===== config.mk =====
export PLATFORM = sky130hd
export DESIGN_NAME = hpc_top
export DESIGN_NICKNAME = d
export VERILOG_FILES = /design/src/hpc_pkg.sv /design/src/hpc_top.sv /design/src/hpc_store.sv
export SDC_FILE = /design/constraint.sdc
export NUM_CORES = 1
export LEC_CHECK = 0
export ABC_CLOCK_PERIOD_IN_PS = 4300
export BUFFER_PORTS_ARGS = -buffer_cell sky130_fd_sc_hd__buf_2
export CAP_MARGIN = 40
export CORE_ASPECT_RATIO = 0.9
export CORE_MARGIN = 3
export CORE_UTILIZATION = 35
export CTS_CLUSTER_SIZE = 16
export DETAILED_ROUTE_END_ITERATION = 8
export PLACE_DENSITY = 0.6
export SLEW_MARGIN = 20
export SYNTH_ARGS = -nofsm -noshare
export SYNTH_HDL_FRONTEND = slang
export SYNTH_SLANG_ARGS = --single-unit

===== constraint.sdc =====
create_clock -name hclk -period 4.3 [get_ports hclk]
set_clock_uncertainty 0.1 [all_clocks]
set_input_delay 0.86 -clock hclk [delete_from_list [all_inputs] [get_ports hclk]]
set_output_delay 0.86 -clock hclk [all_outputs]
set_load 0.05 [all_outputs]

===== src/hpc_pkg.sv =====
// package: register map, field positions and timing constants of the hibernation control block
package hpc_pkg;
  // register byte offsets (word aligned)
  localparam logic [7:0] HPC_CTL_OFS = 8'h00;
  localparam logic [7:0] HPC_CLK_OFS = 8'h04;
  localparam logic [7:0] HPC_BAT_OFS = 8'h08;
  localparam logic [7:0] HPC_RIS_OFS = 8'h0C;
  localparam logic [7:0] HPC_IM_OFS = 8'h10;
  localparam logic [7:0] HPC_REQ_OFS = 8'h14;
  localparam logic [7:0] HPC_STS_OFS = 8'h18;
  localparam logic [7:0] HPC_MEM_OFS = 8'h40;
  // control register fields
  localparam int HPC_CTL_EN_BIT = 0;
  localparam int HPC_CTL_HOLD_BIT = 1;
  // clock register fields
  localparam int HPC_CLK_DIV_BIT = 0;
  localparam int HPC_CLK_OFF_BIT = 1;
  localparam int HPC_CLK_STRONG_BIT = 2;
  // battery register fields
  localparam int HPC_BAT_FORCE_BIT = 0;
  localparam int HPC_BAT_DETECT_BIT = 1;
  localparam int HPC_BAT_CANCEL_BIT = 2;
  // status bits
  localparam int HPC_RIS_LOWBAT_BIT = 0;
  localparam int HPC_STS_PEND_BIT = 0;
  localparam int HPC_STS_ASLEEP_BIT = 1;
  // slow clock derivation: divided crystal ratio
  localparam int HPC_FAST_DIV = 128;
  // battery measurement duration in slow ticks
  localparam int HPC_MEAS_TICKS = 4;
  // htrans and hresp encodings
  localparam logic [1:0] HPC_HTRANS_NONSEQ = 2'h2;
  localparam logic [1:0] HPC_HRESP_OKAY = 2'h0;
  // hibernation sequencer states
  typedef enum logic [1:0] {HPC_AWAKE, HPC_WAIT_MEAS, HPC_ASLEEP} hpc_state_e;
endpackage


===== src/hpc_top.sv =====
`timescale 1ns/1ps
// hibernation power control: battery check, slow clock, backed store, pin hold
module hpc_top
  import hpc_pkg::*;
#(
  parameter int WORDS = 16,
  parameter int CHECK_TICKS = 64,
  parameter int PINS = 8
)
(
  input wire logic hclk,
  input wire logic hresetn,
  input wire logic hsel,
  input wire logic [31:0] haddr,
  input wire logic [1:0] htrans,
  input wire logic hwrite,
  input wire logic [2:0] hsize,
  input wire logic [31:0] hwdata,
  input wire logic hready,
  output logic [31:0] hrdata,
  output logic hreadyout,
  output logic [1:0] hresp,
  input wire logic slow_clk_pin,
  input wire logic fast_xtal_pin,
  input wire logic battery_low_pin,
  input wire logic wake_pin,
  input wire logic [PINS-1:0] pinctl_out,
  input wire logic [PINS-1:0] pinctl_oe,
  output logic [PINS-1:0] pad_out,
  output logic [PINS-1:0] pad_oe,
  output logic pinctl_reset,
  output logic regulator_on,
  output logic osc_power_on,
  output logic crystal_strong_drive,
  output logic battery_measure_on,
  output logic irq
);
  localparam int AW = $clog2(WORDS);
  localparam int CW = $clog2(CHECK_TICKS + 1);

  // address phase capture
  logic wr_pend_q;
  logic [7:0] addr_q;
  logic [31:0] rdata_q;
  wire take = hsel && hready && (htrans == HPC_HTRANS_NONSEQ);
  wire wr_now = wr_pend_q;
  // decode of the registered write address
  wire w_ctl = wr_now && addr_q == HPC_CTL_OFS;
  wire w_clk = wr_now && addr_q == HPC_CLK_OFS;
  wire w_bat = wr_now && addr_q == HPC_BAT_OFS;
  wire w_ris = wr_now && addr_q == HPC_RIS_OFS;
  wire w_im = wr_now && addr_q == HPC_IM_OFS;
  wire w_req = wr_now && addr_q == HPC_REQ_OFS;
  wire w_mem = wr_now && addr_q >= HPC_MEM_OFS && addr_q < HPC_MEM_OFS + 8'(WORDS * 4);
  wire rd_mem_addr = haddr[7:0] >= HPC_MEM_OFS && haddr[7:0] < HPC_MEM_OFS + 8'(WORDS * 4);

  // configuration registers
  logic en_q;
  logic hold_q;
  logic div_sel_q;
  logic osc_off_q;
  logic strong_q;
  logic detect_q;
  logic cancel_q;
  logic lowbat_q;
  logic im_q;
  hpc_state_e st_q;

  // two-flop synchronisers for all pin inputs
  logic [3:0] s1_q;
  logic [3:0] s2_q;
  always_ff @(posedge hclk or negedge hresetn)
  begin
    if (!hresetn)
    begin
      s1_q <= 4'h0;
      s2_q <= 4'h0;
    end
    else
    begin
      s1_q <= {wake_pin, battery_low_pin, fast_xtal_pin, slow_clk_pin};
      s2_q <= s1_q;
    end
  end
  logic [3:0] s3_q; // edge history, reads second stage only
  always_ff @(posedge hclk or negedge hresetn)
  begin
    if (!hresetn)
      s3_q <= 4'h0;
    else
      s3_q <= s2_q;
  end
  wire slow_rise = s2_q[0] && !s3_q[0];
  wire fast_rise = s2_q[1] && !s3_q[1];
  wire bat_low_s = s2_q[2];
  wire wake_rise = s2_q[3] && !s3_q[3];

  // divide-by-128 prescaler of the fast crystal
  logic [6:0] div_q;
  always_ff @(posedge hclk or negedge hresetn)
  begin
    if (!hresetn)
      div_q <= 7'h00;
    else if (fast_rise)
      div_q <= div_q + 7'h01;
  end
  wire div_tick = fast_rise && div_q == 7'(HPC_FAST_DIV - 1);
  // time base selection; nothing ticks while the module is off
  wire tick = en_q && (div_sel_q ? div_tick : slow_rise);

  // battery measurement and periodic interval
  logic meas_q;
  logic [2:0] mcnt_q;
  logic [CW-1:0] icnt_q;
  wire force_go = w_bat && hwdata[HPC_BAT_FORCE_BIT] && en_q;
  wire per_go = tick && icnt_q == CW'(CHECK_TICKS - 1) && detect_q;
  wire meas_done = meas_q && tick && mcnt_q == 3'(HPC_MEAS_TICKS - 1);
  // a measurement launched at this very edge must also hold off sleep
  wire meas_start = force_go || (per_go && !meas_q);
  always_ff @(posedge hclk or negedge hresetn)
  begin
    if (!hresetn)
    begin
      meas_q <= 1'b0;
      mcnt_q <= 3'h0;
      icnt_q <= '0;
    end
    else
    begin
      // interval counter restarts on a forced check
      if (force_go || (tick && icnt_q == CW'(CHECK_TICKS - 1)))
        icnt_q <= '0;
      else if (tick)
        icnt_q <= icnt_q + CW'(1);
      if (meas_start)
      begin
        meas_q <= 1'b1;
        mcnt_q <= 3'h0;
      end
      else if (meas_done || !en_q)
        meas_q <= 1'b0;
      else if (meas_q && tick)
        mcnt_q <= mcnt_q + 3'h1;
    end
  end
  wire lowbat_set = meas_done && bat_low_s;

  // sticky low-battery status, set wins over clear
  always_ff @(posedge hclk or negedge hresetn)
  begin
    if (!hresetn)
      lowbat_q <= 1'b0;
    else if (lowbat_set)
      lowbat_q <= 1'b1;
    else if (w_ris && hwdata[HPC_RIS_LOWBAT_BIT])
      lowbat_q <= 1'b0;
  end

  // hibernation sequencer
  logic req_q;
  always_ff @(posedge hclk or negedge hresetn)
  begin
    if (!hresetn)
    begin
      st_q <= HPC_AWAKE;
      req_q <= 1'b0;
    end
    else
    begin
      req_q <= w_req && en_q;
      case (st_q)
        HPC_AWAKE:
          if (req_q)
            st_q <= HPC_WAIT_MEAS;
        HPC_WAIT_MEAS:
          // held off while a measurement runs or is just starting
          if (!meas_q && !meas_start)
            st_q <= (cancel_q && (lowbat_q || bat_low_s)) ? HPC_AWAKE : HPC_ASLEEP;
        HPC_ASLEEP:
          if (wake_rise || !en_q)
            st_q <= HPC_AWAKE;
        default:
          st_q <= HPC_AWAKE;
      endcase
    end
  end
  wire asleep = st_q == HPC_ASLEEP;

  // configuration writes
  always_ff @(posedge hclk or negedge hresetn)
  begin
    if (!hresetn)
    begin
      en_q <= 1'b0;
      hold_q <= 1'b0;
      div_sel_q <= 1'b0;
      osc_off_q <= 1'b0;
      strong_q <= 1'b0;
      detect_q <= 1'b0;
      cancel_q <= 1'b0;
      im_q <= 1'b0;
    end
    else
    begin
      if (w_ctl)
      begin
        en_q <= hwdata[HPC_CTL_EN_BIT];
        hold_q <= hwdata[HPC_CTL_HOLD_BIT] && hwdata[HPC_CTL_EN_BIT];
      end
      if (w_clk)
      begin
        div_sel_q <= hwdata[HPC_CLK_DIV_BIT];
        osc_off_q <= hwdata[HPC_CLK_OFF_BIT];
        strong_q <= hwdata[HPC_CLK_STRONG_BIT];
      end
      if (w_bat)
      begin
        detect_q <= hwdata[HPC_BAT_DETECT_BIT];
        cancel_q <= hwdata[HPC_BAT_CANCEL_BIT];
      end
      if (w_im)
        im_q <= hwdata[HPC_RIS_LOWBAT_BIT];
    end
  end

  // pin hold latch: captures controller levels when hold is armed
  logic [PINS-1:0] held_out_q;
  logic [PINS-1:0] held_oe_q;
  logic woke_held_q; // set once asleep with hold armed
  always_ff @(posedge hclk or negedge hresetn)
  begin
    if (!hresetn)
    begin
      held_out_q <= '0;
      held_oe_q <= '0;
    end
    else if (!hold_q || (st_q == HPC_AWAKE && !woke_held_q && !req_q && !w_req))
    begin
      // track while awake; frozen from a request until the hold is released or a cancelled request returns to awake
      held_out_q <= pinctl_out;
      held_oe_q <= pinctl_oe;
    end
  end
  // after wake the held copy still governs until released
  always_ff @(posedge hclk or negedge hresetn)
  begin
    if (!hresetn)
      woke_held_q <= 1'b0;
    else if (!hold_q)
      woke_held_q <= 1'b0;
    else if (asleep)
      woke_held_q <= 1'b1;
  end
  wire use_held = hold_q && (asleep || woke_held_q);

  // pad outputs registered; controller gated off during hibernation
  always_ff @(posedge hclk or negedge hresetn)
  begin
    if (!hresetn)
    begin
      pad_out <= '0;
      pad_oe <= '0;
      pinctl_reset <= 1'b0;
      regulator_on <= 1'b1;
      osc_power_on <= 1'b1;
      crystal_strong_drive <= 1'b0;
      battery_measure_on <= 1'b0;
      irq <= 1'b0;
    end
    else
    begin
      pinctl_reset <= asleep;
      pad_out <= use_held ? held_out_q : (asleep ? '0 : pinctl_out);
      pad_oe <= use_held ? held_oe_q : (asleep ? '0 : pinctl_oe);
      regulator_on <= !asleep;
      osc_power_on <= en_q && !osc_off_q;
      crystal_strong_drive <= strong_q;
      battery_measure_on <= meas_q;
      irq <= lowbat_q && im_q && en_q;
    end
  end

  // backed word store
  logic [31:0] mem_rd;
  hpc_store #(.DEPTH(WORDS), .WIDTH(32)) u_store (
    .hclk(hclk),
    .wr_en(w_mem && en_q),
    .wr_idx(AW'((addr_q - HPC_MEM_OFS) >> 2)),
    .wr_data(hwdata),
    .rd_idx(AW'((haddr[7:0] - HPC_MEM_OFS) >> 2)),
    .rd_data(mem_rd)
  );

  // register read mux for the address phase
  logic [31:0] rmux;
  logic rd_mem_q;
  always_comb
  begin
    rmux = 32'h0000_0000;
    case (haddr[7:0])
      HPC_CTL_OFS: rmux = {30'h0, hold_q, en_q};
      HPC_CLK_OFS: rmux = {29'h0, strong_q, osc_off_q, div_sel_q};
      HPC_BAT_OFS: rmux = {29'h0, cancel_q, detect_q, 1'b0};
      HPC_RIS_OFS: rmux = {31'h0, lowbat_q};
      HPC_IM_OFS: rmux = {31'h0, im_q};
      HPC_STS_OFS: rmux = {30'h0, asleep, meas_q};
      default: rmux = 32'h0000_0000; // unmapped reads zero
    endcase
  end

  // bus pipeline: zero wait state, always OKAY
  always_ff @(posedge hclk or negedge hresetn)
  begin
    if (!hresetn)
    begin
      wr_pend_q <= 1'b0;
      addr_q <= 8'h00;
      rdata_q <= 32'h0000_0000;
      rd_mem_q <= 1'b0;
    end
    else
    begin
      wr_pend_q <= take && hwrite;
      rd_mem_q <= take && !hwrite && rd_mem_addr;
      if (take)
      begin
        addr_q <= haddr[7:0];
        rdata_q <= rmux;
      end
    end
  end
  // store reads return through its own output register
  assign hrdata = rd_mem_q ? mem_rd : rdata_q;
  assign hreadyout = 1'b1;
  assign hresp = HPC_HRESP_OKAY;
endmodule


===== src/hpc_store.sv =====
`timescale 1ns/1ps
// battery-backed word store with registered read data
module hpc_store
  import hpc_pkg::*;
#(
  parameter int DEPTH = 16,
  parameter int WIDTH = 32
)
(
  input wire logic hclk,
  input wire logic wr_en,
  input wire logic [$clog2(DEPTH)-1:0] wr_idx,
  input wire logic [WIDTH-1:0] wr_data,
  input wire logic [$clog2(DEPTH)-1:0] rd_idx,
  output logic [WIDTH-1:0] rd_data
);
  // no reset: contents survive processor power-off and core resets
  logic [WIDTH-1:0] mem_q [DEPTH];

  // write port and registered read port
  always_ff @(posedge hclk)
  begin
    if (wr_en)
    begin
      mem_q[wr_idx] <= wr_data;
    end
    rd_data <= mem_q[rd_idx];
  end
endmodule


# Yosys cells after proc, flatten, opt, wreduce, memory -nomap -nowiden

Memories as Yosys holds them, arrays and structs flattened. A register that Yosys moved wholly into a read port is not among the register bits.
Cells that the tools add are included.

Output and inout bits: 57
Bits in read-only memories: 0
Bits in writable memories: 512
Logic and storage cells: 158
Register bits: 123
Memories kept: 1
Latch bits: 0

Bitwise gates (word level): 0
Multiplexer cells: 25
$add $sub $neg: 5
Reduce and logical (&&, ||, !) cells: 69
Multiply operators: 0
Shifts and indexed selects: 0
Magnitude comparators: 4
Div/mod/pow operators: 0
Equality and inequality tests: 21

Memories:

| memory        | words | bits a word | read ports | clocked after Yosys merged registers in | write ports | RTL line        | text |
|---|---|---|---|---|---|---|---|
| u_store.mem_q | 16    | 32          | 1          | 1                                       | 1           | hpc_store.sv:18 | `logic [WIDTH-1:0] mem_q [DEPTH];` |

Operators by type and width:

| cell                                                                                 | count |
|---|---|
| 1-bit logical AND                                                                    | 40 |
| 8-bit by 4-bit equality test with 1-bit output (second input constant)               | 4 |
| 8-bit by 5-bit equality test with 1-bit output (second input constant)               | 4 |
| 32-bit 2-to-1 mux                                                                    | 1 |
| 8-bit 2-to-1 mux                                                                     | 4 |
| 3-bit one-hot mux with 6 select lines                                                | 1 |
| 8-bit by 3-bit equality test with 1-bit output (second input constant)               | 2 |
| 8-bit by 7-bit greater-or-equal comparator with 1-bit output (second input constant) | 2 |
| 8-bit zero test                                                                      | 2 |
| 8-bit less-than comparator (second input constant)                                   | 2 |
| 7-bit by 1-bit adder with 7-bit output (second input constant)                       | 2 |
| 7-bit 2-to-1 mux                                                                     | 2 |
| 1-bit zero test                                                                      | 13 |
| 6-bit by 1-bit subtractor with 6-bit output (second input constant)                  | 2 |
| 1-bit 2-to-1 mux                                                                     | 9 |
| 3-bit 2-to-1 mux                                                                     | 3 |
| 2-bit 2-to-1 mux                                                                     | 4 |
| 2-bit nonzero test                                                                   | 4 |
| 7-bit by 6-bit equality test with 1-bit output (second input constant)               | 1 |
| 7-bit equality test (second input constant)                                          | 1 |
| 1-bit logical OR                                                                     | 7 |
| 2-bit != test (second input constant)                                                | 3 |
| 2-bit one-hot mux with 3 select lines                                                | 1 |
| 2-bit equality test (second input constant)                                          | 2 |
| other kinds (7)                                                                      | 8 |

# Logic depth before layout (Yosys ltp)

Gate-level depths: netlist (run 1).

Depth in word-level cells: 13
Mapped depth: 7
Depth with buffers taken out: 6

# By module

A second synthesis (run 1) with hierarchy kept.

Cells, all modules: 1202
Area, all modules: 24031.8 µm²

Modules (own cells, without submodules):

| module    | cells an instance | sequential area each (µm²) | instances | area an instance (µm²) |
|---|---|---|---|---|
| hpc_store | 838               | 16015.4                    | 1         | 19854.0 |
| hpc_top   | 364               | 2329.7                     | 1         | 4177.8 |

# Worst setup path after synthesis (run 1)

OpenSTA, ideal clock, no wires.

Path type: reg-to-reg
Start: register addr_q[2]
End: memory u_store.mem_q[8][0] (enable)
Buffers on the path: 1
Period minus slack after synthesis: 2.776 ns
Data arrival time: 2.255 ns
Setup slack: 1.524 ns
Library setup time: 0.421 ns
Stages on the path, launching flop included: 4
Path through: dfrtp_1 or2_2 clkbuf_1 nor2_1

Longest elaborated chain between the ends: 6
Elaborated cells on any way between the ends: 8
Those cells by class: add/sub (1); order compare (2); mux (2); reduce/logical (3)

RTL lines:

| item                                                         | RTL line        | text |
|---|---|---|
| start: declaration                                           | hpc_top.sv:43   | `logic [7:0] addr_q;` |
| start signal: assignment                                     | hpc_top.sv:327  | `addr_q <= haddr[7:0];` |
| 8-bit by 7-bit greater-or-equal comparator with 1-bit output | hpc_top.sv:54   | `wire w_mem = wr_now && addr_q >= HPC_MEM_OFS && addr_q < HPC_MEM_OFS + 8'(WORDS * 4);` |
| 1-bit logical AND (2 in series)                              | hpc_top.sv:54   |  |
| 1-bit logical AND                                            | hpc_top.sv:287  | `.wr_en(w_mem && en_q),` |
| 1-bit 2-to-1 mux                                             | hpc_store.sv:23 | `if (wr_en)` |
| 1-bit 2-to-1 mux (implied by the code)                       | hpc_store.sv:25 | `mem_q[wr_idx] <= wr_data;` |
| end: declaration                                             | hpc_store.sv:18 |  |

Parallel ways exist; a longest one is shown, timed or not.

# Worst setup path in the final report (run 1)

Start: register rd_mem_q
End: output port hrdata[27]

Longest elaborated chain between the ends: 1

RTL lines:

| item                     | RTL line       | text |
|---|---|---|
| start: declaration       | hpc_top.sv:296 | `logic rd_mem_q;` |
| start signal: assignment | hpc_top.sv:324 | `rd_mem_q <= take && !hwrite && rd_mem_addr;` |
| 32-bit 2-to-1 mux        | hpc_top.sv:333 | `assign hrdata = rd_mem_q ? mem_rd : rdata_q;` |
| end: declaration         | hpc_top.sv:20  | `output logic [31:0] hrdata,` |

No other way between the ends.

==> metrics.cfg, run 1 <==
[status]
status=finished, final reports clean

[timing]
drv_slew=0
finalSetupViolations=0
tightest_slew_ns=0.891
worst_slack_ns=1.44
max_freq_ghz=0.349
rsz0062_at_grt=false
hold_viol=0
period_share_pct=66.6
fin_tns_setup_ns=0
relSlewSlack_pct=40.6
holdWs_ns=0.250
period_needed_ns=2.86

[synth]
yosys.area_share.simple_pct=3.32
synth_fa_ha_area_share_pct=0.208
yosysMostFrequentCell=edfxtp_1
seq_area_frac_synth_pct=76.4
ys_seq_elements=637
synthArstFlopShare_pct=14.6
syn_area_mm2=0.0240
ys_top_cells_by_count=edfxtp_1, mux4_2, dfrtp_1
syn_inst=1122
synth_edf_count=512
synth_area_per_cell_um2=21.4
synthFlopType=edfxtp_1
synth.area.mux_share_pct=16.9
synth_compound_area_share_pct=1.70
synthXorXnorAreaFrac_pct=0.219
yosys_warnings=0
synth.area.top_cells=edfxtp_1, mux4_2, dfrtp_1
synth_cell_type_count=61
synth_top_area_share_pct=64.0
yosysTopAreaCell=edfxtp_1
synth_top_family_by_area=multiplexers

[final_layout]
layout.cells.non_filler=2217
antennaDiodeCount=0
syn2layout_area_growth_pct=17.9
nNetsFinal=1388
final_core_util_pct=42.0
drive_above_1_share_pct=35.7

[routing]
drt.antenna.violating_nets=0
drc=0
routedWlPerCell_um=23.4
dr.pass1.iters=7
dr.first_iter.drc_count=908
drt-total-wl_um=51900
vias_per_cell=5.11
num_vias=11329

[worst_setup_path]
r2r-end=u_store.mem_q[10][0]
path_class=flop to primary output
start_kind=flop
cp-end-kind=primary output
worstRegToRegCells=5
reg2reg_slack_ns=1.64
worstReg2RegStart=en_q
cp_max_fo=13
arrival_ns=1.90
cp.required_ns=3.34

[clock_tree]
cts.path.max_buffers=3
root_buffer=clkbuf_16
cts_tree=built
cts_buffers=67
h-tree-depth=3
post_cts_buffers=0
clk_transition_reported_paths_ns=0.06
cts_resized=0
cts.sink_count=637
clock_latency_ns=0.60
holdBufCountCts=0

[global_routing]
grt_use_total_pct=14.7
grt_pass1_vias=11809
grt-ovfl-total=0
grt_pass1_wl_um=77400
antenna_found_initial=4
grt_max_degree=137

[pwr]
power_density_mw_per_mm2=510
peakVddDrop_mv=0.254
power_leakage_nw=9.68

[floorplan]
die_h_um=255
boundaryPins=151
initial_utilization_pct=35.6
core_area_mm2=0.0675
die_w_um=282
row_count=90
fp.dieArea_mm2=0.0718

[placement]
dpl_worst_slack_ns=1.23
gp_congestion=0.717
post-place-cells=2091
hpwl_um=27600
io_buffer_count=120

[min_path]
hold_depth=0
hold_path.class=flop to flop
hold_path_end=s2_q[0]
min-delay-start=s1_q[0]

[flow_run]
maxCapViolations=0

==> critical path: stages (launching register included) <==
cell	delay, ns
dfrtp_1	0.55
buf_4	0.30
and2_1	0.19
buf_2	0.27
==> layout by cell type, fill, tap and decap left out, types with 5 or more instances in the layout <==
master,Yosys,routed
a32o_1,5,5
nor3_1,5,5
nand3_1,7,7
mux4_2,160,160
clkinv_1,0,8
nand2_1,44,44
bufinv_16,0,5
dfrtp_1,91,91
mux2_4,10,10
nor2_1,29,13
clkbuf_16,0,69
edfxtp_1,512,512
inv_1,9,9
buf_4,3,16
o21ai_0,25,25
buf_2,11,118
dfxtp_1,32,32
and2_1,29,29
clkbuf_8,0,10
buf_12,0,14
mux2_2,23,23
clkinv_2,0,13
clkbuf_1,30,10
nor2_4,0,16
mux2i_1,5,5
==> stage by stage <==
stage / power [mW] / instance area [um2]
CTS: 14.6 / 28200
detailed placement: 8.82 / 26000
finish: 14.4 / 28300
global route: 15.0 / 28300
floorplan: 8.33 / 24000
global placement: 8.73 / 25900
==> final cells by class <==
cell class / instances / area, um2
Clock buffer: 88 / 1890
Clock inverter: 34 / 339
Fill cell: 5782 / 39100
Inverter: 9 / 33.8
Multi-Input combinational cell: 420 / 5500
Sequential cell: 637 / 18300
Tap cell: 874 / 1090
Timing Repair Buffer: 155 / 1110
==> state kept, by name (all words and copies together) (netlist names), 7 cells and up <==
signal and cells:
u_store.mem_q 512, u_store.rd_data 32, addr_q 8, held_oe_q 8, held_out_q 8, pad_oe 8
pad_out 8, div_q 7, icnt_q 7
==> worst max path at each step <==
stage,to,from,cells after the start,slack [ns]
final,hrdata[27],rd_mem_q,3,1.44
after global placement,u_store.rd_data[22],haddr[2],4,1.22
after floorplan,u_store.mem_q[8][0],addr_q[2],3,1.52
after CTS,hrdata[27],rd_mem_q,3,1.32
after detailed placement,u_store.rd_data[22],haddr[2],4,1.23
after global routing,hrdata[27],rd_mem_q,3,1.28
==> metal layers <==
layer,vias up,routed length (um),GRT usage (%)
met3,72,2670,2.99
met5,-,27,0
met4,4,944,3.66
li1,4915,-,-
met2,302,25500,23.9
met1,6036,22700,20.4
==> kinds of logic after synthesis <==
| kind of cell | after synthesis |
|---|---|
| buf+inv | 66 |
| other cells | 2 |
| xor+xnor | 6 |
| fa+ha+maj | 4 |
| compound gates | 57 |
| simple gates | 152 |
| flops | 637 |
| mux | 198 |
==> power by group <==
group / switching (mW) / leakage [nW] / internal (mW)
sequential: 0.172 / 6.01 / 6.97
clock: 2.34 / 1.10 / 3.42
combinational: 0.942 / 2.57 / 0.600
No activity file was read; power rests on OpenSTA's default activity.
==> run 2: changes to the inputs <==
--- a/config.mk
+++ b/config.mk
@@ -5,7 +5,7 @@
 export SDC_FILE = /design/constraint.sdc
 export NUM_CORES = 1
 export LEC_CHECK = 0
-export ABC_CLOCK_PERIOD_IN_PS = 4300
+export ABC_CLOCK_PERIOD_IN_PS = 2400
 export BUFFER_PORTS_ARGS = -buffer_cell sky130_fd_sc_hd__buf_2
 export CAP_MARGIN = 40
 export CORE_ASPECT_RATIO = 0.9
@@ -13,7 +13,7 @@
 export CORE_UTILIZATION = 35
 export CTS_CLUSTER_SIZE = 16
 export DETAILED_ROUTE_END_ITERATION = 8
-export PLACE_DENSITY = 0.6
+export PLACE_DENSITY = 0.62
 export SLEW_MARGIN = 20
 export SYNTH_ARGS = -nofsm -noshare
 export SYNTH_HDL_FRONTEND = slang
==> constraint.sdc (replaced) <==
create_clock -name hclk -period 2.4 [get_ports hclk]
set_clock_uncertainty 0.1 [all_clocks]
set_input_delay 0.48 -clock hclk [delete_from_list [all_inputs] [get_ports hclk]]
set_output_delay 0.48 -clock hclk [all_outputs]
set_load 0.05 [all_outputs]
==> run 2 against run 1 <==
  * Critical endpoint is now hrdata[1]
  * Utilization increased by 0.72 points
  * Clock power increased by 74%
  * Sequential share of layout area decreased by 1.1 points
  * Cell count increased by 1.5%
  * Setup slack got worse by 1.4 ns
  * Largest power group unchanged
  * Largest cell class unchanged
  * Routed wire length increased by 0.27%
  * Sequential power increased by 79%
  * Sequential cell count unchanged
==> metrics.cfg, run 2 (synthesis results as in run 1) <==
[worst_setup_path]
cp-end-kind=primary output
setup.worst_path.end=hrdata[1]
cp.required_ns=1.82  ; -1.52 ns
crit_start=rd_mem_q
reg2reg_slack_ns=0.15  ; -1.49 ns
path_class=flop to primary output
cp_max_fo=9  ; -4
arrival_ns=1.74  ; -0.16 ns
worstReg2RegStart=addr_q[5]
start_kind=flop
worstRegToRegCells=4  ; -1
r2r-end=strong_q

[global_routing]
use_met3_pct=3.02  ; +0.027 points
grt-busiest-layer=met2
grt_use_total_pct=14.7  ; about the same
use_met1_pct=20.4  ; -0.030 points
grtUsageMet2_pct=23.9  ; about the same
grt-ovfl-total=0  ; unchanged
grt_max_degree=47  ; -66%
antenna_found_initial=6  ; +2
grt_pass1_wl_um=77600  ; +0.24%
grt_pass1_vias=11975  ; +1.4%

[pwr]
p_seq_share_pct=50.0  ; +0.5 points
p_int_mw=19.3  ; +76%
swShare_pct=24.4  ; +0.45 points
power_leakage_nw=9.83  ; +1.5%
power.total_mw=25.6  ; +77%
peakVddDrop_mv=0.495  ; +95%
combPwrFrac_pct=10.8  ; about the same
p_switching_mw=6.24  ; +80%
p_clk_share_pct=39.2  ; -0.7 points
power_density_mw_per_mm2=888  ; +74%

[placement]
gp_congestion=0.714  ; -0.52%
hpwl_um=27500  ; -0.41%
io_buffer_count=120  ; unchanged
post-place-cells=2111  ; +0.96%

[timing]
relSlewSlack_pct=49.5  ; +8.9 points
rsz0062_at_grt=false
period_needed_ns=2.32
tightest_slew_ns=0.758  ; -0.133 ns
max_freq_ghz=0.430
period_share_pct=96.9
drv_slew=0  ; unchanged
hold_viol=0  ; unchanged
finalSetupViolations=0  ; unchanged

[routing]
dr.pass1.iters=5  ; -2
drc=0  ; unchanged
dr.first_iter.drc_count=880  ; -3.1%
drt.antenna.violating_nets=0  ; unchanged
vias_per_cell=5.07  ; -0.80%
drt-total-wl_um=52000  ; +0.27%
routedWlPerCell_um=23.1  ; -1.2%
num_vias=11411  ; +0.72%

[floorplan]
row_count=90  ; unchanged
initial_utilization_pct=35.6  ; unchanged
core_area_mm2=0.0675  ; unchanged
die_w_um=282  ; unchanged
boundaryPins=151  ; unchanged
fp.dieArea_mm2=0.0718  ; unchanged
die_h_um=255  ; unchanged

[final_layout]
register_area_mm2=0.0183  ; about the same
largest-register=u_store.mem_q
drive_above_1_share_pct=35.7  ; +0.063 points
layout_commonest_cell=edfxtp_1
largest_reg_flops=512  ; unchanged
nFillCells=5772  ; -0.17%
multi_input_area_mm2=0.00550  ; unchanged
antennaDiodeCount=0  ; unchanged
final_cell_mix=edfxtp_1, mux4_2, buf_2
top_regs=u_store.mem_q: 512 flops, u_store.rd_data: 32 flops
nNetsFinal=1422  ; +2.4%
syn2layout_area_growth_pct=19.9
layout.cells.non_filler=2251  ; +1.5%
final_core_util_pct=42.7  ; +0.72 points

[clock_tree]
cts_buffers=67  ; unchanged
clock_latency_ns=0.60  ; about the same
cts_tree=built
cts.path.max_buffers=3  ; unchanged
clk_transition_reported_paths_ns=0.06  ; about the same
cts.sink_count=637  ; unchanged
root_buffer=clkbuf_16
h-tree-depth=3  ; unchanged

[status]
status=finished, final reports clean

[min_path]
hold_path.class=input port to flop
hold_depth=2  ; +2

[flow_run]
maxCapViolations=0  ; unchanged

run 2: worst min-delay path by stage:
stage / startpoint / to / slack [ns]
after global routing: pinctl_oe[1] / held_oe_q[1] / 0.02
after CTS: pinctl_out[5] / held_out_q[5] / 0.0002
after detailed placement: s1_q[0] / s2_q[0] / 0.24
final: pinctl_out[2] / held_out_q[2] / 0.04
after floorplan: hresetn / addr_q[0] / 0.08
after global placement: s1_q[1] / s2_q[1] / 0.24
run 2: worst max-delay path, stage by stage (launching register included):
cell and delay, ns:
dfrtp_2 0.41, buf_12 0.15, mux2_2 0.36, buf_2 0.22
run 2: stage by stage:
stage,TNS (ns),hold slack (ns),cell area [um2],worst slack (ns)
after floorplan,-103.01,0.0844,24000,-0.376
after CTS,0,0.000180,28800,0.0146
after detailed placement,0,0.236,26300,0.0747
after global placement,0,0.237,26300,0.0780
final,0,0.0363,28800,0.0754
after global routing,0,0.0163,28800,0.0106
run 2: timing repair:
item	4_1_cts	5_1_grt
gates cloned	1	0
setup buffers	3	0
hold buffers	14	0
setup endpoints to repair	3	1
hold endpoints to repair	44	0
resized for setup	28	2
run 2: layout make-up:
cell class                 instances  share of cell area [%]
clock buffer                      87                    6.22
clock inverter                    35                    1.23
inverter                           9                   0.117
multi-input combinational        420                    19.1
sequential                       637                    63.7
tap                              874                    3.80
timing repair buffer             189                    5.83
run 2: power groups by stage:
stage | Combinational (mW) | Sequential [mW] | Clock, mW
finish | 2.75 | 12.8 | 10.0
global route | 2.99 | 12.9 | 10.7
CTS | 2.80 | 12.8 | 10.3
detailed placement | 2.77 | 13.0 | 0
global placement | 2.71 | 13.0 | 0
floorplan | 1.40 | 13.5 | 0
run 2: per-layer routing:
layer | vias up | share of wire (%)
li1 | 4994 | -
met1 | 6090 | 45
met2 | 243 | 49
met3 | 78 | 4.3
met4 | 6 | 1.9
met5 | - | 0.079
==> run 3: changes to the inputs <==
--- a/config.mk
+++ b/config.mk
@@ -8,12 +8,13 @@
 export ABC_CLOCK_PERIOD_IN_PS = 2400
 export BUFFER_PORTS_ARGS = -buffer_cell sky130_fd_sc_hd__buf_2
 export CAP_MARGIN = 40
-export CORE_ASPECT_RATIO = 0.9
+export CELL_PAD_IN_SITES_DETAIL_PLACEMENT = 1
+export CELL_PAD_IN_SITES_GLOBAL_PLACEMENT = 1
 export CORE_MARGIN = 3
 export CORE_UTILIZATION = 35
 export CTS_CLUSTER_SIZE = 16
 export DETAILED_ROUTE_END_ITERATION = 8
-export PLACE_DENSITY = 0.62
+export PLACE_DENSITY = 0.67
 export SLEW_MARGIN = 20
 export SYNTH_ARGS = -nofsm -noshare
 export SYNTH_HDL_FRONTEND = slang
==> run 3 against run 2 <==
  * Critical endpoint is now hrdata[2]
  * Global-route usage rose by 1.2 points
  * Highest routed layer unchanged
  * Clock-buffer cell count up 14
  * Largest cell class unchanged
  * Power grew 1.2%
==> metrics.cfg, run 3 (synthesis results as in run 1) <==
[status]
status=finished, final reports clean

[worst_setup_path]
cpMaxStageDelayCell=dfrtp_2
worstReg2RegStart=addr_q[5]
start_kind=flop
slowest_delay_ns=0.41  ; about the same
cp_max_fo=9  ; unchanged
crit_start=rd_mem_q
cp_cell_sequence=buf_12, mux2_2, buf_2
cpLargestDelayFamily=flip-flops
cp-end-kind=primary output
path_class=flop to primary output
cp.required_ns=1.82  ; about the same
worst-path-buf-inv=2  ; unchanged
arrival_ns=1.75  ; about the same

[timing]
fin_tns_setup_ns=0  ; unchanged
period_share_pct=97.2  ; +0.37 points
tightest_slew_ns=0.518  ; -0.240 ns
period_needed_ns=2.33  ; +0.00896 ns
finalSetupViolations=0  ; unchanged
max_freq_ghz=0.429  ; -0.38%
drv_slew=0  ; unchanged
rsz0062_at_grt=false
hold_viol=0  ; unchanged
relSlewSlack_pct=65.5  ; +16 points

[clock_tree]
cts.path.max_buffers=3  ; unchanged
clock_latency_ns=0.61  ; about the same
cts.sink_count=637  ; unchanged
cts_tree=built
clk_transition_reported_paths_ns=0.06  ; about the same
cts_buffers=70  ; +4.5%
root_buffer=clkbuf_16
h-tree-depth=3  ; unchanged

[floorplan]
fp.dieArea_mm2=0.0718  ; about the same
die_w_um=268  ; -5.0%
initial_utilization_pct=35.5  ; -0.096 points
core_area_mm2=0.0676  ; +0.27%
die_h_um=268  ; +5.3%
boundaryPins=151  ; unchanged
row_count=95  ; +5.6%

[global_routing]
grt_pass1_vias=12758  ; +6.5%
antenna_found_initial=6  ; unchanged
grt_max_degree=42  ; -11%
grt-ovfl-total=0  ; unchanged
grt_use_total_pct=15.8  ; +1.2 points
grt_pass1_wl_um=83700  ; +7.9%

[placement]
gp_congestion=0.720  ; +0.97%
io_buffer_count=120  ; unchanged
hpwl_um=30600  ; +11%

[final_layout]
drive_above_1_share_pct=35.8  ; +0.11 points
syn2layout_area_growth_pct=21.0
multi_input_area_mm2=0.00550  ; unchanged
final_cell_mix=edfxtp_1, mux4_2, buf_2
nFillCells=6348  ; +10%
largest_reg_flops=512  ; unchanged
largest-register=u_store.mem_q
register_area_mm2=0.0183  ; unchanged
nNetsFinal=1442  ; +1.4%
layout_commonest_cell=edfxtp_1
top_regs=u_store.mem_q: 512 flops, u_store.rd_data: 32 flops

[routing]
routedWlPerCell_um=24.5  ; +5.9%
dr.first_iter.drc_count=1143  ; +30%
dr.pass1.iters=5  ; unchanged
drc=0  ; unchanged
vias_per_cell=5.12  ; +1.0%
drt-total-wl_um=55600  ; +7.0%
drt.antenna.violating_nets=0  ; unchanged
num_vias=11642  ; +2.0%

[pwr]
peakVddDrop_mv=0.521  ; +5.2%
power_density_mw_per_mm2=891  ; +0.30%
power.total_mw=25.9  ; +1.2%
power_leakage_nw=9.95  ; +1.2%

[flow_run]
maxCapViolations=0  ; unchanged

[min_path]
hold_path.class=input port to flop
min-delay-start=pinctl_out[6]

run 3: per-stage QoR:
stage                     cell area [um2]  hold slack, ns  utilization (%)  setup WS [ns]  cells
after detailed placement            26500           0.244             39.2         0.0694   2124
after global routing                29100         0.00786             43.0        0.00539   2271
final                               29100          0.0349             43.0         0.0665   2273
after global placement              26500           0.243             39.2         0.0789   2124
after CTS                           29100      0.00000139             43.0         0.0176   2271
after floorplan                     24000          0.0844                -         -0.376   1123
run 3: area by class of cell:
class	instances	area share, %
Sequential cell	637	63.1
Antenna cell	2	0.0172
Tap cell	873	3.76
Clock inverter	25	0.917
Multi-Input combinational cell	420	18.9
Clock buffer	101	6.64
Timing Repair Buffer	206	6.46
Inverter	9	0.116
run 3: report_power, final:
part	internal (mW)	switching, mW
clock	5.96	4.29
combinational	1.10	1.71
sequential	12.5	0.324
total	19.6	6.33
run 3: routing by layer:
| metal | routed length, um | part of all wire (%) | global-route usage, % | vias to the layer above |
|---|---|---|---|---|
| met5 | 23 | 0.041 | 0 | - |
| met4 | 938 | 1.7 | 3.83 | 4 |
| met3 | 2750 | 4.9 | 3.06 | 79 |
| met2 | 28100 | 50 | 26.6 | 324 |
| met1 | 23900 | 43 | 21.4 | 6215 |
| li1 | - | - | - | 5020 |
run 3: worst register-to-register path, delay by kind of cell (launching register included):
kind | cells | cell delay, ns
muxes | 1 | 0.37
and+or+nand+nor | 3 | 1.25
DFF | 1 | 0.42
run 3: final timing paths:
check | to | slack, ns | cells past startpoint
setup / recovery | hrdata[2] | 0.07 | 3
hold / removal | held_out_q[6] | 0.03 | 2
setup reg to reg | strong_q | 0.14 | 4
hold reg to reg | s2_q[0] | 0.26 | 0
max in group asynchronous | regulator_on | 1.28 | 3
min in group asynchronous | s2_q[0] | 0.25 | 2
run 3: repair_timing:
item,4_1_cts,5_1_grt
gates resized for setup,36,0
hold buffers,17,0
setup endpoints to repair,3,0
endpoints found under the hold margin,46,0
setup buffers,3,0
